File: config.mk
export PLATFORM = sky130hd
export DESIGN_NAME = ecs_top
export DESIGN_NICKNAME = d
export VERILOG_FILES = /design/src/ecs_pkg.sv /design/src/ecs_gp_decode.sv /design/src/ecs_eclk.sv /design/src/ecs_top.sv
export VERILOG_INCLUDE_DIRS = /design/src
export SDC_FILE = /design/constraint.sdc
export NUM_CORES = 1
export LEC_CHECK = 0
export BUFFER_PORTS_ARGS = -buffer_cell sky130_fd_sc_hd__buf_4
export CORE_ASPECT_RATIO = 1.25
export CORE_MARGIN = 2
export CORE_UTILIZATION = 52
export CTS_CLUSTER_DIAMETER = 100
export DETAILED_ROUTE_END_ITERATION = 10
export PLACE_DENSITY = 0.86
export SYNTH_ARGS = -nofsm -noshare
export SYNTH_HDL_FRONTEND = slang
export SYNTH_SLANG_ARGS = --single-unit
File: constraint.sdc
create_clock -name clk_sys -period 7.05 [get_ports clk_sys]
set_clock_uncertainty 0.15 [all_clocks]
set_input_delay 1.0575 -clock clk_sys [delete_from_list [all_inputs] [get_ports clk_sys]]
set_output_delay 1.0575 -clock clk_sys [all_outputs]
set_load 0.005 [all_outputs]
File: src/ecs_defines.svh
`ifndef ECS_DEFINES_SVH
`define ECS_DEFINES_SVH

// register indices; byte address is four times the index
`define ECS_IDX_MAP_SIZE 8'h56
`define ECS_IDX_STRETCH 8'h5A
`define ECS_IDX_CHIP_SELECT_CONTROL 8'h5B
`define ECS_IDX_GP1_START 8'h5C
`define ECS_IDX_GP1_CTL 8'h5D
`define ECS_IDX_GP2_START 8'h5E
`define ECS_IDX_GP2_CTL 8'h5F

// reset values
`define ECS_RST_CHIP_SELECT_CONTROL 8'h04
`define ECS_RST_ZERO 8'h00

// write mask of registers with reserved bits
`define ECS_WMASK_MAP_SIZE 8'hC0
`define ECS_WMASK_GP2_CTL 8'hBF

// axi answers
`define ECS_RESP_OKAY 2'b00
`define ECS_RESP_SLVERR 2'b10

// program select size codes
`define ECS_PSZ_64K 2'b00
`define ECS_PSZ_32K 2'b01
`define ECS_PSZ_16K 2'b10
`define ECS_PSZ_8K 2'b11

// io select ranges, upper cpu address bits
`define ECS_IO4K_TOP 4'h1
`define ECS_IO8K_TOP 3'h0

// general select size codes
`define ECS_SZ_OFF 4'h0
`define ECS_SZ_2K 4'h1
`define ECS_SZ_4K 4'h2
`define ECS_SZ_512K 4'h9
`define ECS_SZ_WIN1 4'hA
`define ECS_SZ_WIN2 4'hB
`define ECS_CPU_MASK 8'h1F
`define ECS_FULL_MASK 8'hFF

// timing: e clock half period
`define ECS_CLK_NS 100
`define ECS_E_HALF_NS 200
`define ECS_E_HALF_CYC ((`ECS_E_HALF_NS + `ECS_CLK_NS - 1) / `ECS_CLK_NS)

`endif

File: src/ecs_pkg.sv
package ecs_pkg;

   typedef struct packed {
      logic io_select_enable;
      logic io_select_polarity;
      logic io_select_valid_phase;
      logic io_select_size;
      logic general_over_program_priority;
      logic program_select_enable;
      logic program_size_high;
      logic program_size_low;
   } ecs_chip_select_control_t;

   typedef struct packed {
      logic onto_program;
      logic onto_two;
      logic polarity;
      logic valid_phase;
      logic [3:0] size_code;
   } ecs_gpctl_t;

   typedef struct packed {
      logic [1:0] io_stretch;
      logic [1:0] gp1_stretch;
      logic [1:0] gp2_stretch;
      logic [1:0] prog_stretch;
   } ecs_stretch_t;

   typedef struct packed {
      logic general_two_address_source;
      logic general_one_address_source;
      logic [5:0] unused;
   } ecs_mapsize_t;

   typedef enum logic [2:0] {
      ECS_E_LOW = 3'b001,
      ECS_E_HIGH = 3'b010,
      ECS_E_HOLD = 3'b100
   } ecs_e_state_t;

endpackage

File: src/ecs_gp_decode.sv
`timescale 1ns/1ps
`include "ecs_defines.svh"

module ecs_gp_decode (
   // addresses
   input wire logic [15:0] cpu_addr,
   input wire logic [18:0] exp_addr,
   input wire logic win1_hit,
   input wire logic win2_hit,
   // settings
   input wire logic addr_source,
   input wire logic [7:0] start_bits,
   input wire logic [3:0] size_code,
   // result
   output logic hit
);
   import ecs_pkg::*;

   logic [7:0] sel_addr;
   logic [3:0] eff_code;

   // mask of start bits compared for a size
   function automatic logic [7:0] cmp_mask(input logic [3:0] code, input logic src);
      logic [7:0] m;
      m = `ECS_FULL_MASK << (code - `ECS_SZ_2K);
      if (!src) begin
         m = m & `ECS_CPU_MASK;
         if (code == `ECS_SZ_4K) begin
            m = `ECS_CPU_MASK;
         end
      end
      return m;
   endfunction

   always_comb begin
      sel_addr = addr_source ? exp_addr[18:11] : {3'h0, cpu_addr[15:11]};
      eff_code = (size_code > `ECS_SZ_WIN2) ? `ECS_SZ_512K : size_code;
      case (size_code)
         `ECS_SZ_OFF: begin
            hit = 1'b0;
         end
         `ECS_SZ_WIN1: begin
            hit = win1_hit;
         end
         `ECS_SZ_WIN2: begin
            hit = win2_hit;
         end
         default: begin
            hit = ((sel_addr ^ start_bits) & cmp_mask(eff_code, addr_source)) == 8'h00;
         end
      endcase
   end

endmodule

File: src/ecs_eclk.sv
`timescale 1ns/1ps
`include "ecs_defines.svh"

module ecs_eclk (
   // clock and reset
   input wire logic clk_sys,
   input wire logic rstn,
   // stretch request of current access
   input wire logic [1:0] stretch_cycles,
   // e clock and free timer tick
   output logic e_high_q,
   output logic timer_tick_q
);
   import ecs_pkg::*;

   localparam logic [3:0] HALF_LAST = 4'(`ECS_E_HALF_CYC - 1);

   logic [3:0] div_q;
   logic tick;
   logic [2:0] hold_q;
   ecs_e_state_t state_q;

   assign tick = (div_q == HALF_LAST);

   // divider runs regardless of stretch
   always_ff @(posedge clk_sys) begin
      if (!rstn) begin
         div_q <= 4'h0;
      end else if (tick) begin
         div_q <= 4'h0;
      end else begin
         div_q <= div_q + 4'h1;
      end
   end

   always_ff @(posedge clk_sys) begin
      if (!rstn) begin
         timer_tick_q <= 1'b0;
      end else begin
         timer_tick_q <= tick;
      end
   end

   always_ff @(posedge clk_sys) begin
      if (!rstn) begin
         state_q <= ECS_E_LOW;
         e_high_q <= 1'b0;
         hold_q <= 3'h0;
      end else if (tick) begin
         case (state_q)
            ECS_E_LOW: begin
               state_q <= ECS_E_HIGH;
               e_high_q <= 1'b1;
            end
            ECS_E_HIGH: begin
               if (stretch_cycles != 2'b00) begin
                  state_q <= ECS_E_HOLD;
                  hold_q <= {stretch_cycles, 1'b0};
               end else begin
                  state_q <= ECS_E_LOW;
                  e_high_q <= 1'b0;
               end
            end
            ECS_E_HOLD: begin
               if (hold_q == 3'h1) begin
                  state_q <= ECS_E_LOW;
                  e_high_q <= 1'b0;
               end
               hold_q <= hold_q - 3'h1;
            end
            default: begin
               state_q <= ECS_E_LOW;
               e_high_q <= 1'b0;
            end
         endcase
      end
   end

endmodule

File: src/ecs_top.sv
// Functional notes
// - program select address-valid timed, active low
// - priority bit chooses program or general winner
// - program enable routes pin, set at reset
// - two size bits pick program range
// - io select off at reset, enable drives
// - io polarity bit, default active low
// - io valid phase: e high or address
// - io size: 4k at 0x1000 or 8k
// - zero to three stretch per select
// - source bit picks cpu or expansion address
// - general selects have own polarity bit
// - general selects have own valid phase
// - size code decode, zero disables
// - codes 1010/1011 follow expansion windows
// - compare only start bits size needs, all five for 4k on cpu address
// - eight start bits hold address 18:11
// - second general ORed onto program pin
// - all eight drive settings accepted
// - two bit stretch field, binary count
// - e held high, other clocks run
`timescale 1ns/1ps
`include "ecs_defines.svh"

module ecs_top (
   // clock and reset
   input wire logic clk_sys,
   input wire logic rstn,
   // axi4-lite write address
   input wire logic [9:0] s_axi_awaddr,
   input wire logic s_axi_awvalid,
   output logic s_axi_awready,
   // axi4-lite write data
   input wire logic [31:0] s_axi_wdata,
   input wire logic [3:0] s_axi_wstrb,
   input wire logic s_axi_wvalid,
   output logic s_axi_wready,
   // axi4-lite write response
   output logic [1:0] s_axi_bresp,
   output logic s_axi_bvalid,
   input wire logic s_axi_bready,
   // axi4-lite read address
   input wire logic [9:0] s_axi_araddr,
   input wire logic s_axi_arvalid,
   output logic s_axi_arready,
   // axi4-lite read data
   output logic [31:0] s_axi_rdata,
   output logic [1:0] s_axi_rresp,
   output logic s_axi_rvalid,
   input wire logic s_axi_rready,
   // cpu bus
   input wire logic [15:0] cpu_addr,
   input wire logic [18:0] exp_addr,
   input wire logic addr_valid,
   input wire logic window_one_hit,
   input wire logic window_two_hit,
   // select pins
   output logic program_area_select_q,
   output logic io_area_select_q,
   output logic general_select_one_q,
   output logic general_select_two_q,
   // port h pin ownership
   output logic program_pin_owned_q,
   output logic io_pin_owned_q,
   // clocks
   output logic e_clock_q,
   output logic timer_tick_q
);
   import ecs_pkg::*;

   ecs_chip_select_control_t chip_select_control_q;
   ecs_gpctl_t gp1_ctl_q;
   ecs_gpctl_t gp2_ctl_q;
   ecs_stretch_t stretch_q;
   ecs_mapsize_t map_size_q;
   logic [7:0] gp1_start_q;
   logic [7:0] gp2_start_q;

   logic aw_taken_q;
   logic w_taken_q;
   logic [7:0] aw_idx_q;
   logic [7:0] wdata_q;
   logic wstrb_q;
   logic [7:0] rd_byte;
   logic rd_hit;
   logic [7:0] ar_idx;

   logic gp1_raw;
   logic gp2_raw;
   logic prog_raw;
   logic io_raw;
   logic gp1_win;
   logic gp2_win;
   logic prog_win;
   logic prog_pin;
   logic gp1_pin;
   logic gp2_pin;
   logic [1:0] stretch_d;

   // register index from byte address
   function automatic logic [7:0] reg_index(input logic [9:0] addr);
      return addr[9:2];
   endfunction

   function automatic logic is_mapped(input logic [7:0] idx);
      return (idx == `ECS_IDX_MAP_SIZE) || (idx == `ECS_IDX_STRETCH) ||
             (idx == `ECS_IDX_CHIP_SELECT_CONTROL) || (idx == `ECS_IDX_GP1_START) ||
             (idx == `ECS_IDX_GP1_CTL) || (idx == `ECS_IDX_GP2_START) ||
             (idx == `ECS_IDX_GP2_CTL);
   endfunction

   function automatic logic [1:0] max2(input logic [1:0] a, input logic [1:0] b);
      return (a > b) ? a : b;
   endfunction

   // write address channel
   always_ff @(posedge clk_sys) begin
      if (!rstn) begin
         s_axi_awready <= 1'b0;
         aw_taken_q <= 1'b0;
         aw_idx_q <= 8'h00;
      end else begin
         s_axi_awready <= 1'b0;
         if (s_axi_awvalid && s_axi_awready) begin
            aw_taken_q <= 1'b1;
            aw_idx_q <= reg_index(s_axi_awaddr);
         end else if (s_axi_awvalid && !aw_taken_q && !s_axi_bvalid) begin
            s_axi_awready <= 1'b1;
         end
         if (s_axi_bvalid && s_axi_bready) begin
            aw_taken_q <= 1'b0;
         end
      end
   end

   // write data channel
   always_ff @(posedge clk_sys) begin
      if (!rstn) begin
         s_axi_wready <= 1'b0;
         w_taken_q <= 1'b0;
         wdata_q <= 8'h00;
         wstrb_q <= 1'b0;
      end else begin
         s_axi_wready <= 1'b0;
         if (s_axi_wvalid && s_axi_wready) begin
            w_taken_q <= 1'b1;
            wdata_q <= s_axi_wdata[7:0];
            wstrb_q <= s_axi_wstrb[0];
         end else if (s_axi_wvalid && !w_taken_q && !s_axi_bvalid) begin
            s_axi_wready <= 1'b1;
         end
         if (s_axi_bvalid && s_axi_bready) begin
            w_taken_q <= 1'b0;
         end
      end
   end

   // write response after both halves
   always_ff @(posedge clk_sys) begin
      if (!rstn) begin
         s_axi_bvalid <= 1'b0;
         s_axi_bresp <= `ECS_RESP_OKAY;
      end else if (s_axi_bvalid) begin
         if (s_axi_bready) begin
            s_axi_bvalid <= 1'b0;
         end
      end else if (aw_taken_q && w_taken_q) begin
         s_axi_bvalid <= 1'b1;
         s_axi_bresp <= is_mapped(aw_idx_q) ? `ECS_RESP_OKAY : `ECS_RESP_SLVERR;
      end
   end

   // register writes, on the same edge that sets bvalid
   always_ff @(posedge clk_sys) begin
      if (!rstn) begin
         chip_select_control_q <= `ECS_RST_CHIP_SELECT_CONTROL;
         gp1_ctl_q <= `ECS_RST_ZERO;
         gp2_ctl_q <= `ECS_RST_ZERO;
         stretch_q <= `ECS_RST_ZERO;
         map_size_q <= `ECS_RST_ZERO;
         gp1_start_q <= `ECS_RST_ZERO;
         gp2_start_q <= `ECS_RST_ZERO;
      end else if (aw_taken_q && w_taken_q && !s_axi_bvalid && wstrb_q) begin
         case (aw_idx_q)
            `ECS_IDX_CHIP_SELECT_CONTROL: begin
               chip_select_control_q <= wdata_q;
            end
            `ECS_IDX_GP1_CTL: begin
               gp1_ctl_q <= wdata_q;
            end
            `ECS_IDX_GP2_CTL: begin
               gp2_ctl_q <= wdata_q & `ECS_WMASK_GP2_CTL;
            end
            `ECS_IDX_STRETCH: begin
               stretch_q <= wdata_q;
            end
            `ECS_IDX_MAP_SIZE: begin
               map_size_q <= wdata_q & `ECS_WMASK_MAP_SIZE;
            end
            `ECS_IDX_GP1_START: begin
               gp1_start_q <= wdata_q;
            end
            `ECS_IDX_GP2_START: begin
               gp2_start_q <= wdata_q;
            end
            default: begin
               chip_select_control_q <= chip_select_control_q;
            end
         endcase
      end
   end

   // read data mux
   always_comb begin
      ar_idx = reg_index(s_axi_araddr);
      rd_hit = is_mapped(ar_idx);
      case (ar_idx)
         `ECS_IDX_CHIP_SELECT_CONTROL: rd_byte = chip_select_control_q;
         `ECS_IDX_GP1_CTL: rd_byte = gp1_ctl_q;
         `ECS_IDX_GP2_CTL: rd_byte = gp2_ctl_q;
         `ECS_IDX_STRETCH: rd_byte = stretch_q;
         `ECS_IDX_MAP_SIZE: rd_byte = map_size_q;
         `ECS_IDX_GP1_START: rd_byte = gp1_start_q;
         `ECS_IDX_GP2_START: rd_byte = gp2_start_q;
         default: rd_byte = 8'h00;
      endcase
   end

   // read channel
   always_ff @(posedge clk_sys) begin
      if (!rstn) begin
         s_axi_arready <= 1'b0;
         s_axi_rvalid <= 1'b0;
         s_axi_rdata <= 32'h0000_0000;
         s_axi_rresp <= `ECS_RESP_OKAY;
      end else begin
         s_axi_arready <= 1'b0;
         if (s_axi_rvalid) begin
            if (s_axi_rready) begin
               s_axi_rvalid <= 1'b0;
            end
         end else if (s_axi_arvalid && s_axi_arready) begin
            s_axi_rvalid <= 1'b1;
            s_axi_rdata <= {24'h00_0000, rd_byte};
            s_axi_rresp <= rd_hit ? `ECS_RESP_OKAY : `ECS_RESP_SLVERR;
         end else if (s_axi_arvalid) begin
            s_axi_arready <= 1'b1;
         end
      end
   end

   // general select range decoders
   ecs_gp_decode u_gp1 (
      .cpu_addr(cpu_addr),
      .exp_addr(exp_addr),
      .win1_hit(window_one_hit),
      .win2_hit(window_two_hit),
      .addr_source(map_size_q.general_one_address_source),
      .start_bits(gp1_start_q),
      .size_code(gp1_ctl_q.size_code),
      .hit(gp1_raw)
   );

   ecs_gp_decode u_gp2 (
      .cpu_addr(cpu_addr),
      .exp_addr(exp_addr),
      .win1_hit(window_one_hit),
      .win2_hit(window_two_hit),
      .addr_source(map_size_q.general_two_address_source),
      .start_bits(gp2_start_q),
      .size_code(gp2_ctl_q.size_code),
      .hit(gp2_raw)
   );

   // fixed range decoders
   always_comb begin
      case ({chip_select_control_q.program_size_high, chip_select_control_q.program_size_low})
         `ECS_PSZ_64K: prog_raw = 1'b1;
         `ECS_PSZ_32K: prog_raw = cpu_addr[15];
         `ECS_PSZ_16K: prog_raw = &cpu_addr[15:14];
         `ECS_PSZ_8K: prog_raw = &cpu_addr[15:13];
         default: prog_raw = 1'b0;
      endcase
      if (chip_select_control_q.io_select_size) begin
         io_raw = cpu_addr[15:13] == `ECS_IO8K_TOP;
      end else begin
         io_raw = cpu_addr[15:12] == `ECS_IO4K_TOP;
      end
   end

   // priority and phase qualification
   always_comb begin
      if (chip_select_control_q.general_over_program_priority) begin
         prog_win = prog_raw && !gp1_raw && !gp2_raw;
         gp1_win = gp1_raw;
         gp2_win = gp2_raw;
      end else begin
         prog_win = prog_raw && chip_select_control_q.program_select_enable;
         gp1_win = gp1_raw && !prog_win;
         gp2_win = gp2_raw && !prog_win;
      end
      // program valid for whole address time
      prog_win = prog_win && addr_valid;
      gp1_win = gp1_win && addr_valid && (gp1_ctl_q.valid_phase || e_clock_q);
      gp2_win = gp2_win && addr_valid && (gp2_ctl_q.valid_phase || e_clock_q);
      prog_pin = prog_win || (gp1_ctl_q.onto_program && gp1_win) ||
                 (gp2_ctl_q.onto_program && gp2_win);
      // routed select leaves own pin idle
      gp2_pin = !gp2_ctl_q.onto_program &&
                (gp2_win || (gp1_ctl_q.onto_two && gp1_win));
      gp1_pin = !gp1_ctl_q.onto_program && !gp1_ctl_q.onto_two && gp1_win;
   end

   // stretch of any select in range
   always_comb begin
      stretch_d = 2'b00;
      if (prog_raw && chip_select_control_q.program_select_enable) begin
         stretch_d = max2(stretch_d, stretch_q.prog_stretch);
      end
      if (io_raw && chip_select_control_q.io_select_enable) begin
         stretch_d = max2(stretch_d, stretch_q.io_stretch);
      end
      if (gp1_raw) begin
         stretch_d = max2(stretch_d, stretch_q.gp1_stretch);
      end
      if (gp2_raw) begin
         stretch_d = max2(stretch_d, stretch_q.gp2_stretch);
      end
      if (!addr_valid) begin
         stretch_d = 2'b00;
      end
   end

   // e clock with stretch
   ecs_eclk u_eclk (
      .clk_sys(clk_sys),
      .rstn(rstn),
      .stretch_cycles(stretch_d),
      .e_high_q(e_clock_q),
      .timer_tick_q(timer_tick_q)
   );

   // select pin registers
   always_ff @(posedge clk_sys) begin
      if (!rstn) begin
         program_area_select_q <= 1'b1;
         io_area_select_q <= 1'b1;
         general_select_one_q <= 1'b1;
         general_select_two_q <= 1'b1;
      end else begin
         program_area_select_q <= !(prog_pin && chip_select_control_q.program_select_enable);
         io_area_select_q <= chip_select_control_q.io_select_polarity ~^
                             (io_raw && addr_valid && chip_select_control_q.io_select_enable &&
                              (chip_select_control_q.io_select_valid_phase || e_clock_q));
         general_select_one_q <= gp1_ctl_q.polarity ~^ gp1_pin;
         general_select_two_q <= gp2_ctl_q.polarity ~^ gp2_pin;
      end
   end

   // port h pin ownership
   always_ff @(posedge clk_sys) begin
      if (!rstn) begin
         program_pin_owned_q <= 1'b0;
         io_pin_owned_q <= 1'b0;
      end else begin
         // enable hands pin 7 to program select
         program_pin_owned_q <= chip_select_control_q.program_select_enable;
         // enable hands pin 4 to io select
         io_pin_owned_q <= chip_select_control_q.io_select_enable;
      end
   end

endmodule

==> results.txt <==
The flow ran to the end, and the final reports show no timing, DRC or antenna violations. The die is 96.9 um wide. The synthesized instance count is 701.

Actual slew at the worst max-slew pin: 953 ps. For this configuration, the core starts out at a cell density of 53.2%. In this run the worst path has a maximum fanout of 4. Once the clock tree was built, the setup fixing pass inserted 0 buffers. After detailed routing, the number of vias per cell comes to 5.69.

The worst vdd rail ir drop was 110 uV; the clock slew at the register clock pins of the worst setup and hold paths was 60 ps. For the area enclosed by the die boundary, the log shows 11600 um2. The first detailed-routing pass took 5 iterations. The post-synthesis cell type with the largest combined area is dfxtp_1. For this run, design rule violations remaining after detail routing come to 0. The library cell used as clock root buffer was clkbuf_16. The count of inserted antenna diode cells is 0, and the biggest cell delay along the critical path is 500 ps. The H-tree was split into 3 levels.

By area the synthesized netlist is led by dfxtp_1, nand2_1, a21oi_1. In this run, CTS created clock tree buffers numbering 9. The logs give 0 for the number of synthesis warnings and 0 for the total of endpoints with negative setup slack in the final report.

The signal arrival time at the worst endpoint was 5640 ps; the portion of the post-synthesis area used by sequential elements was 36.0%. For the max-slew violation total from the final report, the log shows 0. STA classifies the critical path endpoint as a flip-flop. The worst-case clock buffer depth was 2.

The number of different library cells used by synthesis comes to 70. Cells with a size suffix above 1 make up 14.8% of the layout. Across the run, the number of max-cap violations was 0. Global routing used 24.2% of the available tracks across all layers. The area growth from synthesis to layout is 13.6%. The remaining max-slew budget at the tightest pin came out at 35.4%. Summing every instance area after synthesis gives 5610 um2. After synthesis, the share of flip-flops with an asynchronous set or reset is 0%. The register bit count reported by yosys was 101. The detail-routed net length per standard cell is 15.7 um, and the area share of the largest cell type after synthesis is 36.0%.

The final layout contains routed wiring with a total length of 13900 um. After floorplanning, the core was divided into 42 placement rows. STA classifies the critical path startpoint as a primary input. Detailed placement ended at an HPWL of 10300 um.

TritonCTS built the clock tree. Input and output buffers added on the ports amount to 70. The congestion estimate from routability-driven global placement came to 0.916. The tools report the number of filler instances in the final layout as 924.

Counting flops with a built-in enable in the synthesized netlist gives 0. Entering global routing, the biggest net connects 49 pins. For the maximum operating frequency, the log shows 0.180 GHz. Across all hold checks on the routed design, the worst slack comes to 305 ps.

The routed layout has 5029 vias. 150 I/O pins were placed. Initial antenna violation count: 0.

The count of instances resized after the clock tree is built is 0, and the violation count after the first detailed-route iteration is 417. The portion of the clock cycle consumed by the worst path in the final layout was 78.8%. For this design the ratio of total power to cell area is 194 nW/um2.

For the data required time at the worst endpoint, the log shows 7140 ps. The logs give 0 for the number of buffers inserted by hold repair at cts and 0 for the final count of hold timing violations. The average cell area after synthesis was 8.01 um2. Setup repair after global routing left no endpoint under its margin.

The most frequently used cell type in the post-synthesis netlist was nand2_1. The largest individual stage delay along the critical path comes from the cell or4b_1. The critical setup path kind was primary input to flip-flop.

The leakage power of the design was 0.00241 uW; the clock net sink count was 101. Measured along the y axis, the die boundary spans 120 um. Clock insertion delay at the later pin of the skew report: 340 ps. The kind of path behind the tightest hold check is flip-flop to flip-flop. The via count of the first global-routing pass came out at 4729. Most common flop cell mapped by yosys: dfxtp_1. Subtracting the final worst setup slack from the clock period gives 5550 ps. After the last flow step, the layout net total stands at 872. After global routing the overflow that remains totals 0. Traced cell by cell, the critical path runs through buf_4 > nor2b_1 > o21ai_0 > nand4_1 > ha_1 > nand2b_1 > a21oi_1 > mux2i_1 > inv_1 > ha_1 > nand2_1 > o21ai_0 > nand2_1 > a211o_1 > and3_1 > ha_1 > nand2_1 > o21ai_0 > or4b_1 > or2_4 > a2111oi_4 > nor2_2 > a31o_2. The tools report the residual antenna-violating net count after detailed routing as 0. For the core area, the log shows 10600 um2. Setup total negative slack on the finished layout was measured at 0 ps.

The first global-routing pass estimated 22900 um of wire. By count the netlist is led by nand2_1, dfxtp_1, a21oi_1, nor2_1, buf_4.
critical path: cells and delay by family:
family          cells  cell delay (ps)
compound gates      7             1580
simple gates       10             1600
buf+inv             2              210
fa+ha+maj           3              880
mux                 1              320
path summary, 6_finish.rpt:
path,from,endpoint,slack [ps],depth (start not counted)
hold reg to reg,aw_idx_q[6],aw_idx_q[6],300,2
hold / removal,aw_idx_q[6],aw_idx_q[6],300,2
setup / recovery,cpu_addr[13],u_eclk.hold_q[2],1500,23
setup reg to reg,gp1_ctl_q[2],u_eclk.hold_q[2],1570,20
power by group:
group | internal, uW | total (uW) | switching, uW
registers | 584 | 599 | 15.3
logic | 44.3 | 92.5 | 48.2
clock network | 338 | 543 | 205
layer usage:
layer	global-route usage, %	share of wire, %	up-vias	wire length [um]
li1	-	-	2449	-
met1	28.4	40	2304	5520
met2	40.8	48	225	6600
met3	4.51	7.2	51	999
met4	15.1	5.4	0	749
met5	0	0	-	0
layout make-up:
type | count | area, um2 | area share (%)
multi-input combinational | 538 | 3220 | 50.5
sequential | 101 | 2020 | 31.7
timing repair buffer | 71 | 533 | 8.36
clock buffer | 12 | 267 | 4.18
tap | 132 | 165 | 2.59
inverter | 27 | 101 | 1.59
clock inverter | 3 | 67.6 | 1.06
logic make-up (layout without fill, tap and decap cells):
group	Yosys count	in the layout	share of synthesized area (%)
compound gates	148	148	16.4
xor+xnor	20	20	3.12
fa+ha+maj	23	23	5.13
buf+inv	87	113	8.27
flops	101	101	36.0
mux	32	32	7.29
other cells	1	26	0.0668
simple gates	289	289	23.7
cell usage in the layout, fill, tap and decap left out, types with 3 or more instances in the layout:
cell type,count
a22oi_1,3
clkbuf_16,9
conb_1,26
clkbuf_8,3
buf_4,71
nor3_1,11
nor2b_1,9
xor2_1,6
nor2_1,46
or3_1,4
a211oi_1,7
mux4_2,7
nand4_1,5
ha_1,23
nor4_1,4
xnor2_1,14
a31oi_1,4
nand2b_1,9
inv_1,26
and2_1,6
nand2_1,152
o21ai_0,17
o22a_1,3
mux2i_1,24
nand3_1,18
dfxtp_1,101
a21oi_1,86
nor4b_1,4
sequential cells by signal (all words and copies together), names as in the netlist, 2 cells and up:
| register | flops |
|---|---|
| stretch_q | 8 |
| gp1_start_q | 8 |
| gp2_ctl_q | 7 |
| u_eclk.div_q | 4 |
| aw_idx_q | 8 |
| gp2_start_q | 8 |
| u_eclk.hold_q | 3 |
| chip_select_control_q | 8 |
| wdata_q | 8 |
| u_eclk.state_q | 3 |
| s_axi_rdata | 8 |
| gp1_ctl_q | 8 |
| map_size_q | 2 |
per-stage QoR:
| step | total power, uW | worst slack (ps) | area, um2 | utilization [%] | cells |
|---|---|---|---|---|---|
| after floorplan | 670 | 1750 | 5710 | - | 726 |
| after global placement | 702 | 1300 | 6040 | 57.2 | 869 |
| after detailed placement | 704 | 1220 | 6040 | 57.2 | 869 |
| after CTS | 1240 | 1520 | 6380 | 60.4 | 884 |
| after global routing | 1280 | 1110 | 6380 | 60.4 | 884 |
| final | 1230 | 1500 | 6380 | 60.4 | 884 |
Note: power is estimated with default switching activity, not from simulation.
